[src/hw/dcpwm_regs.vh]
// Register indices, field positions and reset values of the dual counter PWM unit.
// Assumes the includer maps index N to APB byte address 4*N.
`ifndef DCPWM_REGS_VH
`define DCPWM_REGS_VH

// Byte register indices
`define DCPWM_IDX_DUTY0 10'h090
`define DCPWM_IDX_DUTY1 10'h091
`define DCPWM_IDX_DUTY2 10'h092
`define DCPWM_IDX_DUTY3 10'h093
`define DCPWM_IDX_PER0 10'h094
`define DCPWM_IDX_PER1 10'h095
`define DCPWM_IDX_CNT0 10'h096
`define DCPWM_IDX_CNT1 10'h097
`define DCPWM_IDX_MAIN 10'h098
`define DCPWM_IDX_SPEED 10'h099

// Word views of register pairs
`define DCPWM_IDX_WDUTYA 10'h0a0
`define DCPWM_IDX_WDUTYB 10'h0a1
`define DCPWM_IDX_WPER 10'h0a2
`define DCPWM_IDX_WCNT 10'h0a3

// Reset values
`define DCPWM_RST_BYTE 8'h00
`define DCPWM_RST_SPEED 8'hfe
`define DCPWM_RST_FAST 1'b0
`define DCPWM_SPEED_FILL 7'h7f

// Main control fields
`define DCPWM_B_RUN0 0
`define DCPWM_B_CKS0A 1
`define DCPWM_B_CKS0B 2
`define DCPWM_B_IRQS0 3
`define DCPWM_B_RUN1 4
`define DCPWM_B_CKS1A 5
`define DCPWM_B_CKS1B 6
`define DCPWM_B_IRQS1 7
// Speed mode control field
`define DCPWM_B_FAST 0

// Count clock selects
`define DCPWM_CKS_DIV1 2'b00
`define DCPWM_CKS_DIV2 2'b01
`define DCPWM_CKS_DIV4 2'b10
`define DCPWM_CKS_CASC 2'b11
`define DCPWM_CNT_MAX 8'hff

`endif

[src/hw/dcpwm_unit_spare.v]
`timescale 1ns/100ps
`default_nettype none
`default_nettype wire

[src/hw/dcpwm_unit.v]
// Dual counter PWM unit: two reloading 8-bit up-counters, four duty channels,
// 16-bit cascade and interleaved fast mode, registers on an APB slave.
// Assumes a 100 MHz pclk, an APB4 master and an external pin mux for outputs.
//
// What this block does
// - Four 8-bit channels, two per shared counter
// - Counters cascade into one 16-bit counter
// - Fast bit acts only in cascaded mode
// - Counters count up, reload on overflow
// - Counters read/write bytewise or as word
// - Counter write also loads its period register
// - Period registers bytewise or word, high upper
// - Duty registers bytewise or two words
// - Reset clears counters, periods, duties, control
// - Speed register upper bits read one, ignored
// - Period 0 for channels 0,2; 1 for 1,3
// - Main bits 1-2 clock, bit 3 irq0
// - Main bit 0 runs counter 0, with bit 4 if cascaded; bit 4 alone in fast mode
// - Bits 5-6 clock, 7 irq1, 4 run
// - Outputs held high when idle or halted
// - Period is count clock times 256 (65536 when cascaded) minus reload
// - Start and overflow set output high
// - Compare match raises irq, clears output
// - Both counter 1 selects high cascade counters
// - Fast mode interleaves, output high while at or below
`timescale 1ns/100ps
`default_nettype none
`include "dcpwm_regs.vh"

module dcpwm_unit (
    // Clock and reset
    input wire pclk,
    input wire presetn,
    // APB slave
    input wire psel,
    input wire penable,
    input wire pwrite,
    input wire [11:0] paddr,
    input wire [31:0] pwdata,
    input wire [3:0] pstrb,
    output reg [31:0] prdata,
    output reg pready,
    output reg pslverr,
    // Waveform outputs
    output reg wave_out_0,
    output reg wave_out_1,
    output reg wave_out_2,
    output reg wave_out_3,
    // Interrupt request pulses
    output reg wave_irq_0,
    output reg wave_irq_1,
    output reg wave_irq_2,
    output reg wave_irq_3
);

    // Register state
    reg [7:0] duty0_q; // Duty value 0
    reg [7:0] duty1_q; // Duty value 1
    reg [7:0] duty2_q; // Duty value 2
    reg [7:0] duty3_q; // Duty value 3
    reg [7:0] per0_q; // Low period reload
    reg [7:0] per1_q; // High period reload
    reg [7:0] lo_q; // Low counter
    reg [7:0] hi_q; // High counter
    reg [7:0] main_q; // Main control
    reg fast_q; // Fast interleave select
    reg [2:0] presc_q; // Free prescaler for count enables
    reg lo_run_q; // Last cycle's low run state
    reg hi_run_q; // Last cycle's high run state

    // Next counter values
    reg [7:0] lo_d;
    reg [7:0] hi_d;
    reg ovl; // Low counter overflow pulse
    reg ovh; // High (or 16-bit) overflow pulse

    // Decode results
    reg [31:0] rd_c;
    reg hit_c;
    reg wide_c;
    reg [9:0] wb_c;

    wire [9:0] idx = paddr[11:2];
    wire acc = psel & penable & ~pready;
    wire wr_fire = psel & penable & pready & pwrite;
    wire [9:0] we = wb_c & {10{wr_fire & hit_c}};
    // Upper byte of a word view takes lane 1
    wire [7:0] d_odd = wide_c ? pwdata[15:8] : pwdata[7:0];
    wire [7:0] d_even = pwdata[7:0];

    // Field views
    wire run0 = main_q[`DCPWM_B_RUN0];
    wire run1 = main_q[`DCPWM_B_RUN1];
    wire [1:0] cks0 = {main_q[`DCPWM_B_CKS0B], main_q[`DCPWM_B_CKS0A]};
    wire [1:0] cks1 = {main_q[`DCPWM_B_CKS1B], main_q[`DCPWM_B_CKS1A]};
    wire cascade = (cks1 == `DCPWM_CKS_CASC);
    wire fast = cascade & fast_q;

    // Run gating: in fast mode only the high run bit starts and stops
    wire lo_run = fast ? run1 : (cascade ? (run0 & run1) : run0);
    wire hi_run = cascade ? lo_run : run1;
    wire lo_rise = lo_run & ~lo_run_q;
    wire hi_rise = hi_run & ~hi_run_q;

    // Count enables from the prescaler
    function ckt;
        input [1:0] sel;
        input [2:0] p;
        begin
            if (sel == `DCPWM_CKS_DIV1) begin
                ckt = 1'b1;
            end else if (sel == `DCPWM_CKS_DIV2) begin
                ckt = p[0];
            end else if (sel == `DCPWM_CKS_DIV4) begin
                ckt = &p[1:0];
            end else begin
                ckt = &p[2:0];
            end
        end
    endfunction

    wire tick_lo = lo_run & ckt(cks0, presc_q);
    wire tick_hi = run1 & ~cascade & ckt(cks1, presc_q);

    // Compare views
    wire [15:0] cnt16 = {hi_q, lo_q};
    wire [15:0] duty_a = {duty1_q, duty0_q};
    wire [15:0] duty_b = {duty3_q, duty2_q};
    wire lo_max = (lo_q == `DCPWM_CNT_MAX);
    wire hi_max = (hi_q == `DCPWM_CNT_MAX);
    wire m0 = tick_lo & (lo_q == duty0_q);
    wire m2 = tick_lo & (lo_q == duty2_q);
    wire m1 = tick_hi & (hi_q == duty1_q);
    wire m3 = tick_hi & (hi_q == duty3_q);
    wire ma = tick_lo & (cnt16 == duty_a);
    wire mb = tick_lo & (cnt16 == duty_b);

    // Address decode; word views steer lane 1 into the upper byte
    always @* begin
        rd_c = 32'h0000_0000;
        hit_c = 1'b1;
        wide_c = 1'b0;
        wb_c = 10'h000;
        if (idx == `DCPWM_IDX_DUTY0) begin
            rd_c = {24'h00_0000, duty0_q};
            wb_c[0] = pstrb[0];
        end else if (idx == `DCPWM_IDX_DUTY1) begin
            rd_c = {24'h00_0000, duty1_q};
            wb_c[1] = pstrb[0];
        end else if (idx == `DCPWM_IDX_DUTY2) begin
            rd_c = {24'h00_0000, duty2_q};
            wb_c[2] = pstrb[0];
        end else if (idx == `DCPWM_IDX_DUTY3) begin
            rd_c = {24'h00_0000, duty3_q};
            wb_c[3] = pstrb[0];
        end else if (idx == `DCPWM_IDX_PER0) begin
            rd_c = {24'h00_0000, per0_q};
            wb_c[4] = pstrb[0];
        end else if (idx == `DCPWM_IDX_PER1) begin
            rd_c = {24'h00_0000, per1_q};
            wb_c[5] = pstrb[0];
        end else if (idx == `DCPWM_IDX_CNT0) begin
            rd_c = {24'h00_0000, lo_q};
            wb_c[6] = pstrb[0];
        end else if (idx == `DCPWM_IDX_CNT1) begin
            rd_c = {24'h00_0000, hi_q};
            wb_c[7] = pstrb[0];
        end else if (idx == `DCPWM_IDX_MAIN) begin
            rd_c = {24'h00_0000, main_q};
            wb_c[8] = pstrb[0];
        end else if (idx == `DCPWM_IDX_SPEED) begin
            rd_c = {24'h00_0000, `DCPWM_SPEED_FILL, fast_q};
            wb_c[9] = pstrb[0];
        end else if (idx == `DCPWM_IDX_WDUTYA) begin
            rd_c = {16'h0000, duty1_q, duty0_q};
            wide_c = 1'b1;
            wb_c[0] = pstrb[0];
            wb_c[1] = pstrb[1];
        end else if (idx == `DCPWM_IDX_WDUTYB) begin
            rd_c = {16'h0000, duty3_q, duty2_q};
            wide_c = 1'b1;
            wb_c[2] = pstrb[0];
            wb_c[3] = pstrb[1];
        end else if (idx == `DCPWM_IDX_WPER) begin
            rd_c = {16'h0000, per1_q, per0_q};
            wide_c = 1'b1;
            wb_c[4] = pstrb[0];
            wb_c[5] = pstrb[1];
        end else if (idx == `DCPWM_IDX_WCNT) begin
            rd_c = {16'h0000, hi_q, lo_q};
            wide_c = 1'b1;
            wb_c[6] = pstrb[0];
            wb_c[7] = pstrb[1];
        end else begin
            hit_c = 1'b0; // Unmapped: error answer, no effect
        end
    end

    // APB answer: one wait state so every bus output comes from a flop
    always @(posedge pclk or negedge presetn) begin
        if (!presetn) begin
            pready <= 1'b0;
            pslverr <= 1'b0;
            prdata <= 32'h0000_0000;
        end else begin
            pready <= acc;
            if (acc) begin
                pslverr <= ~hit_c;
                prdata <= (hit_c & ~pwrite) ? rd_c : 32'h0000_0000;
            end else begin
                pslverr <= 1'b0;
            end
        end
    end

    // Counter next state; software writes win over counting
    always @* begin
        lo_d = lo_q;
        hi_d = hi_q;
        ovl = 1'b0;
        ovh = 1'b0;
        if (fast) begin
            // Upper byte steps fastest and carries into the lower byte
            if (tick_lo) begin
                hi_d = hi_q + 8'h01;
                if (hi_max) begin
                    lo_d = lo_q + 8'h01;
                    if (lo_max) begin
                        ovh = 1'b1;
                        lo_d = per0_q;
                        hi_d = per1_q;
                    end
                end
            end
        end else begin
            if (tick_lo) begin
                if (lo_max) begin
                    ovl = 1'b1;
                    // Cascaded: low wraps unless the whole word overflows
                    lo_d = (cascade & ~hi_max) ? 8'h00 : per0_q;
                end else begin
                    lo_d = lo_q + 8'h01;
                end
            end
            if ((cascade & ovl) | tick_hi) begin
                if (hi_max) begin
                    ovh = 1'b1;
                    hi_d = per1_q;
                end else begin
                    hi_d = hi_q + 8'h01;
                end
            end
        end
        if (we[6]) begin
            lo_d = d_even;
        end
        if (we[7]) begin
            hi_d = d_odd;
        end
    end

    // Register file and counters
    always @(posedge pclk or negedge presetn) begin
        if (!presetn) begin
            duty0_q <= `DCPWM_RST_BYTE;
            duty1_q <= `DCPWM_RST_BYTE;
            duty2_q <= `DCPWM_RST_BYTE;
            duty3_q <= `DCPWM_RST_BYTE;
            per0_q <= `DCPWM_RST_BYTE;
            per1_q <= `DCPWM_RST_BYTE;
            lo_q <= `DCPWM_RST_BYTE;
            hi_q <= `DCPWM_RST_BYTE;
            main_q <= `DCPWM_RST_BYTE;
            fast_q <= `DCPWM_RST_FAST;
            presc_q <= 3'h0;
            lo_run_q <= 1'b0;
            hi_run_q <= 1'b0;
        end else begin
            presc_q <= presc_q + 3'h1;
            lo_run_q <= lo_run;
            hi_run_q <= hi_run;
            lo_q <= lo_d;
            hi_q <= hi_d;
            if (we[0]) begin
                duty0_q <= d_even;
            end
            if (we[1]) begin
                duty1_q <= d_odd;
            end
            if (we[2]) begin
                duty2_q <= d_even;
            end
            if (we[3]) begin
                duty3_q <= d_odd;
            end
            // A counter write lands in its period register too
            if (we[4] | we[6]) begin
                per0_q <= d_even;
            end
            if (we[5] | we[7]) begin
                per1_q <= d_odd;
            end
            if (we[8]) begin
                main_q <= d_even;
            end
            if (we[9]) begin
                fast_q <= d_even[`DCPWM_B_FAST];
            end
        end
    end

    // Low group outputs; unused as waveforms while cascaded
    always @(posedge pclk or negedge presetn) begin
        if (!presetn) begin
            wave_out_0 <= 1'b1;
            wave_out_2 <= 1'b1;
        end else if (!lo_run | cascade | lo_rise) begin
            wave_out_0 <= 1'b1;
            wave_out_2 <= 1'b1;
        end else if (tick_lo & lo_max) begin
            wave_out_0 <= 1'b1;
            wave_out_2 <= 1'b1;
        end else begin
            // Match drops the level; a duty of 0xff never matches before overflow
            if (m0) begin
                wave_out_0 <= 1'b0;
            end
            if (m2) begin
                wave_out_2 <= 1'b0;
            end
        end
    end

    // High group outputs: 8-bit, cascaded 16-bit or fast interleaved
    always @(posedge pclk or negedge presetn) begin
        if (!presetn) begin
            wave_out_1 <= 1'b1;
            wave_out_3 <= 1'b1;
        end else if (!hi_run | hi_rise) begin
            wave_out_1 <= 1'b1;
            wave_out_3 <= 1'b1;
        end else if (fast) begin
            // Level compare spreads the high time over many short pulses
            wave_out_1 <= (cnt16 <= duty_a);
            wave_out_3 <= (cnt16 <= duty_b);
        end else if (cascade) begin
            if (tick_lo & lo_max & hi_max) begin
                wave_out_1 <= 1'b1;
                wave_out_3 <= 1'b1;
            end else begin
                if (ma) begin
                    wave_out_1 <= 1'b0;
                end
                if (mb) begin
                    wave_out_3 <= 1'b0;
                end
            end
        end else if (tick_hi & hi_max) begin
            wave_out_1 <= 1'b1;
            wave_out_3 <= 1'b1;
        end else begin
            if (m1) begin
                wave_out_1 <= 1'b0;
            end
            if (m3) begin
                wave_out_3 <= 1'b0;
            end
        end
    end

    // Interrupt request pulses; low-byte matches still raise 0 and 2 when cascaded, but not in fast mode
    always @(posedge pclk or negedge presetn) begin
        if (!presetn) begin
            wave_irq_0 <= 1'b0;
            wave_irq_1 <= 1'b0;
            wave_irq_2 <= 1'b0;
            wave_irq_3 <= 1'b0;
        end else begin
            wave_irq_0 <= fast ? 1'b0 : (main_q[`DCPWM_B_IRQS0] ? ovl : m0);
            wave_irq_2 <= fast ? 1'b0 : m2;
            if (cascade) begin
                wave_irq_1 <= main_q[`DCPWM_B_IRQS1] ? ovh : ma;
                wave_irq_3 <= mb;
            end else begin
                wave_irq_1 <= main_q[`DCPWM_B_IRQS1] ? ovh : m1;
                wave_irq_3 <= m3;
            end
        end
    end

endmodule
`default_nettype wire

[config.mk]
export PLATFORM = sky130hd
export DESIGN_NAME = dcpwm_unit
export DESIGN_NICKNAME = d
export VERILOG_FILES = /design/src/hw/dcpwm_unit_spare.v /design/src/hw/dcpwm_unit.v
export VERILOG_INCLUDE_DIRS = /design/src /design/src/hw
export SDC_FILE = /design/constraint.sdc
export NUM_CORES = 1
export LEC_CHECK = 0
export ABC_AREA = 1
export BUFFER_PORTS_ARGS = -buffer_cell sky130_fd_sc_hd__buf_2
export CORE_ASPECT_RATIO = 1.75
export CORE_MARGIN = 3
export CORE_UTILIZATION = 59
export DETAILED_ROUTE_END_ITERATION = 16
export PLACE_DENSITY = 0.85
export SETUP_SLACK_MARGIN = 0.1
export SLEW_MARGIN = 25
export SYNTH_ARGS = -nofsm -noshare
export SYNTH_HDL_FRONTEND = slang
export SYNTH_SLANG_ARGS = --single-unit
[constraint.sdc]
create_clock -name pclk -period 2.7 [get_ports pclk]
set_input_delay 0.27 -clock pclk [delete_from_list [all_inputs] [get_ports pclk]]
set_output_delay 0.27 -clock pclk [all_outputs]
set_load 0.05 [all_outputs]
After elaboration in Yosys (flattened, before gate mapping) --
Cells that the tools add are included.
Word-level totals: latch bits 0, input bits 53, output and inout bits 42, memories kept 0, bits in registers 120, ROM bits 0, memory bits (writable) 0, word-level logic and storage cells 275
Cells by class: shifts and indexed selects 0, equal/unequal tests 31, reduce and logical (&&, ||, !) cells 16, multiplexer cells 161, bitwise gates (word level) 38, multiply operators 0, divide/modulo/power cells 0, $add $sub $neg 3, magnitude comparators 2
Operator list (count):
- $mux 16 | 14
- $mux 8 | 27
- $eq 10x8->1 const B | 14
- $mux 1 | 81
- $mux 7 | 9
- $mux 6 | 9
- $mux 5 | 7
- $eq 16x16->1 | 2
- $eq 8x8->1 | 4
- $le 16x16->1 | 2
- $mux 32 | 1
- $and 1x1->1 | 24
- $add 8x1->8 const B | 2
- $eq 8x8->1 const B | 2
- $mux 2 | 7
- $mux 4 | 3
- $and 10x10->10 | 1
- $ne 5x1->1 const B | 2
- $reduce_and 2->1 | 5
- $reduce_bool 5->1 | 2
- $mux 9 | 1
- $reduce_bool 3->1 | 3
- $not 1->1 | 7
- $eq 2x2->1 const B | 3
- other kinds (9) | 19

Longest topological paths before layout --
word-level depth 44, mapped depth 18, mapped depth without buffers 18

Least setup slack after synthesis --
OpenSTA, ideal clock, no wires.
path type register to register, from register presc_q[0], to register hi_q[6], buffers on the path 0, required time 2.569 ns, stages on the path, launching flop included 13, setup slack 0.746 ns, setup time 0.131 ns, data arrival time 1.824 ns, path through dfrtp_1 ha_1 ha_1 nand3_1 o211ai_1 nand2_2 inv_1 nand2_1 o21ai_1 o21ai_2 inv_2 nand3_1 o211ai_1
On the way: cells in the longest elaborated chain, start to end 11, elaborated cells between the ends (all ways) 17, those cells by class eq/ne (1); mux (8); bitwise (4); reduce/logical (4)
RTL lines:
- start, declared | RTL line dcpwm_unit.v:67 | reg [2:0] presc_q;
- start signal, assigned | RTL line dcpwm_unit.v:279 | presc_q <= presc_q + 3'h1;
- $reduce_and 3->1 or $reduce_and 2->1 (tied branches) | RTL line dcpwm_unit.v:117, dcpwm_unit.v:115
- $mux 1 | RTL line dcpwm_unit.v:114 | end else if (sel == `DCPWM_CKS_DIV4) begin
- $mux 1 | RTL line dcpwm_unit.v:112 | end else if (sel == `DCPWM_CKS_DIV2) begin
- $mux 1 | RTL line dcpwm_unit.v:110 | if (sel == `DCPWM_CKS_DIV1) begin
- $and 1x1->1 | RTL line dcpwm_unit.v:122 | wire tick_lo = lo_run & ckt(cks0, presc_q);
- $mux 1 | RTL line dcpwm_unit.v:236 | if (tick_lo) begin
- $mux 1 | RTL line dcpwm_unit.v:222 | if (fast) begin
- $and 1x1->1 | RTL line dcpwm_unit.v:245 | if ((cascade & ovl) | tick_hi) begin
- $or 1x1->1 | RTL line dcpwm_unit.v:245
- $reduce_bool 3->1 (no source line)
- $reduce_and 2->1 (no source line) *
- end signal, assigned | RTL line dcpwm_unit.v:272 | hi_q <= `DCPWM_RST_BYTE;
- end signal, assigned | RTL line dcpwm_unit.v:283 | hi_q <= hi_d;
- end, declared | RTL line dcpwm_unit.v:64 | reg [7:0] hi_q;
Every way passes the cells marked *; elsewhere a longest branch is shown, timed or not. The select of a mux whose other input is x is not followed. A chain may end at the register's enable or synchronous reset.

Worst setup path after layout --
from register lo_q[0], to register hi_q[6]
On the way: cells in the longest elaborated chain, start to end 8, elaborated cells between the ends (all ways) 13, those cells by class eq/ne (1); mux (8); bitwise (2); reduce/logical (2)
RTL lines:
- start, declared | RTL line dcpwm_unit.v:63 | reg [7:0] lo_q;
- start signal, assigned | RTL line dcpwm_unit.v:271 | lo_q <= `DCPWM_RST_BYTE;
- start signal, assigned | RTL line dcpwm_unit.v:282 | lo_q <= lo_d;
- $eq 8x8->1 (no source line) *
- $mux 1 | RTL line dcpwm_unit.v:237 | if (lo_max) begin
- $mux 1 | RTL line dcpwm_unit.v:236
- $mux 1 | RTL line dcpwm_unit.v:222
- $and 1x1->1 | RTL line dcpwm_unit.v:245
- $or 1x1->1 | RTL line dcpwm_unit.v:245
- $reduce_bool 3->1 (no source line)
- $reduce_and 2->1 (no source line)
Marked as above.

==> summary.txt <==
Outcome
  – Result of the run: finished with violations
  – Failing checks: hold timing

STA
  – Count of pins over their slew limit: 0
  – Ratio of final minimum period to clock period: 0.908
  – Minimum clock period: 2.45 ns
  – Worst hold margin: -0.0519 ns
  – Actual transition at the worst max-transition pin: 0.589 ns
  – RSZ-0062 raised after global routing: no
  – Max_slew headroom: 0.603
  – Hold Violations, Final: 34
  – Number of setup violations in the final report: 0
  – Setup clock skew after layout: 0.0153 ns
  – Setup total negative slack: 0 ns
  – Highest achievable clock rate: 408 MHz

Job
  – Maxcap violations: 0

Yosys
  – Number of distinct standard cells referenced by the synthesized netlist: 55
  – Post-synth top area share: 0.330
  – Gate count after technology mapping: 1043
  – Synth Cell Area: 0.00758 sq mm
  – Number of synthesized flops with an enable pin: 0
  – Cell with the most instances after synthesis: sky130_fd_sc_hd__nand2_1
  – Top cells by area in the synthesized netlist: sky130_fd_sc_hd__dfrtp_1, sky130_fd_sc_hd__nand2_1, sky130_fd_sc_hd__inv_1
  – Flop and latch count out of synthesis: 104
  – Register area share after synthesis: 0.344
  – Yosys top cell by area: sky130_fd_sc_hd__dfrtp_1
  – Fraction of registers with async set or reset after synthesis: 1.00
  – Warning count from the yosys run: 0
  – Average cell area after synthesis: 7.27 sq um
  – Most frequently used flop master after synthesis: sky130_fd_sc_hd__dfrtp_1
  – List of most frequent post-synthesis cells: sky130_fd_sc_hd__nand2_1, sky130_fd_sc_hd__inv_1, sky130_fd_sc_hd__dfrtp_1

GRT
  – Antenna violations before repair: 0
  – Wire length of the first global-routing pass: 42400 um
  – Largest net degree at the start of global routing: 105
  – Vias in the first global route: 7469
  – Final global-route overflow total: 0
  – Global router's overall resource usage: 0.400

Die
  – Initial Utilization: 0.607
  – I/O pin cnt: 95
  – Die outline area: 0.0143 sq mm
  – Number of placement rows: 54
  – Y dimension of the die: 156 um
  – Die width: 91.7 um
  – Std-Cell Core Area: 0.0125 sq mm

CTS
  – Post-CTS clock slew at the launch and capture registers of the worst setup and hold paths: 0.08 ns
  – CTS Hold Bufs: 0
  – Number of buffers inserted during clock tree synthesis: 9
  – Root Buffer Master: sky130_fd_sc_hd__clkbuf_16
  – Setup repair bufs after CTS: 0
  – CTS-repair resized insts: 0
  – Clk buf depth: 2
  – H-Tree Level Count: 3
  – Sink count of the clock tree: 104
  – TritonCTS clock tree: yes
  – Clock latency reported for the late side of the worst-skew pair: 0.36 ns

Drt
  – Antenna-violating nets left: 0
  – Drt initial violations: 609
  – Total via count after detailed routing: 7666
  – Via density per instance: 5.91
  – Total Routed Length: 27900 um
  – Detail-routed net length per standard cell: 21.5 um
  – DRT Pass-1 Iters: 6
  – Total DRC errors in the routed layout: 0

Min path
  – Class of the worst hold path: primary input to asynchronous set/reset pin

Placed design
  – DP Wirelength: 22400 um
  – Gp weighted congestion: 1.08
  – I/O Buffers: 58

Worst setup path
  – Crit path largest cell delay: 0.49 ns
  – Category of the worst setup path launch point: flip-flop
  – Kind of end point of the critical path: flip-flop
  – Crit path depth: 12
  – Worst-path cell with the longest stage delay: sky130_fd_sc_hd__o21ai_2
  – CP Buf/Inv Count: 2
  – Endpoint arrival time on the critical path: 2.67 ns
  – Peak fanout along the critical path: 9
  – Type of the worst setup path: flip-flop to flip-flop
  – Category of cells accounting for the largest share of critical-path delay: compound AO/OA/AOI/OAI gates
  – Number of cell instances on the worst register-to-register path: 12
  – Required @ worst endpoint: 2.92 ns
  – Ordered list of cells on the worst path: ha_1, nand2_1, nor2_1, nand4_1, nor2_1, buf_4, nand2_1, o21ai_1, o21ai_2, inv_2, nand3_1, o211ai_1

Cells and area
  – Layout cell share with drive strength beyond 1: 0.164
  – Antenna Cells: 0
  – Number of nets at the end of the flow: 1213
  – Syn-to-layout area delta: 11.6%

Power and ir drop
  – Peak supply drop: 400 uV
  – Final Total Pwr: 3.19 mW
  – Leak pwr: 4.14 nW
  – Power per cell area: 377 mW/mm^2
registers in the layout, indices dropped and copies added, names as in the netlist, 3 cells and up:
signal and count:
per1_q 8, hi_q 8, lo_q 8, main_q 8, duty0_q 8, duty1_q 8
per0_q 8, presc_q 3, duty3_q 8, duty2_q 8, prdata 16
where the power goes:
group          leakage, nW  total [mW]  internal [mW]  switching (mW)
Combinational         2.61       0.231         0.0433           0.188
Clock                0.151        1.40          0.759           0.639
Sequential            1.38        1.56           1.56        0.000884
Total                 4.14        3.19           2.36           0.828
final timing paths:
check	from	to	slack [ns]
setup / recovery	lo_q[0]$_DFFE_PN0P_	hi_q[6]$_DFFE_PN0P_	0.25
hold / removal	presetn	lo_q[5]$_DFFE_PN0P_	-0.05
setup reg to reg	lo_q[0]$_DFFE_PN0P_	hi_q[6]$_DFFE_PN0P_	0.25
hold reg to reg	presc_q[0]$_DFF_PN0_	presc_q[0]$_DFF_PN0_	0.46
max in group asynchronous	presetn	prdata[15]$_DFFE_PN0P_	2.26
min in group pclk	penable	pready$_DFF_PN0_	0.20
cell families (layout without fill, tap and decap cells):
group | Yosys count | after routing | share of synthesized area
simple gates | 456 | 456 | 0.275
buf+inv | 190 | 261 | 0.112
xor+xnor | 8 | 8 | 0.00924
fa+ha+maj | 36 | 36 | 0.0594
flops | 104 | 104 | 0.344
other cells | 1 | 16 | 0.000494
compound gates | 248 | 248 | 0.200
layout make-up:
cell class              instances  area [sq um]
clock buffers                  10           239
flip-flops and latches        104          2610
well taps                     168           210
multi-input cells             764          4180
clock inverters                 6          75.1
repair buffers                 93           568
inverters                     152           579
fillers                      1121          4040
through the flow:
step / hold WS (ns) / std cells / area (sq um) / utilization / setup WS [ns]
2_1_floorplan: -0.0256 / 1058 / 7640 / - / 0.746
3_3_place_gp: 0.374 / 1281 / 8150 / 0.652 / 0.313
3_5_place_dp: 0.382 / 1281 / 8150 / 0.652 / 0.304
4_1_cts: 0.00874 / 1297 / 8460 / 0.677 / 0.292
5_1_grt: 0.0185 / 1297 / 8460 / 0.677 / 0.116
6_report: -0.0519 / 1297 / 8460 / 0.677 / 0.248
metal layers:
layer | vias to the layer above | global-route usage | routed length (um)
li1 | 3595 | - | -
met1 | 3569 | 0.422 | 9410
met2 | 369 | 0.708 | 14100
met3 | 133 | 0.0468 | 1600
met4 | 0 | 0.321 | 2770
met5 | - | 0 | 0
placed cells by master (no fill, tap or decap), types with 16 or more instances in the layout:
cell type and n:
sky130_fd_sc_hd__o21ai_0 65, sky130_fd_sc_hd__ha_1 36, sky130_fd_sc_hd__dfrtp_1 100, sky130_fd_sc_hd__nor2_1 54
sky130_fd_sc_hd__a21oi_1 49, sky130_fd_sc_hd__nor3_1 16, sky130_fd_sc_hd__inv_1 132, sky130_fd_sc_hd__nand2_1 264
sky130_fd_sc_hd__o211ai_1 17, sky130_fd_sc_hd__inv_2 16, sky130_fd_sc_hd__nand3_1 61, sky130_fd_sc_hd__buf_4 35
sky130_fd_sc_hd__buf_2 57, sky130_fd_sc_hd__o21ai_1 63, sky130_fd_sc_hd__conb_1 16
No activity file was read; power rests on OpenSTA's default activity.
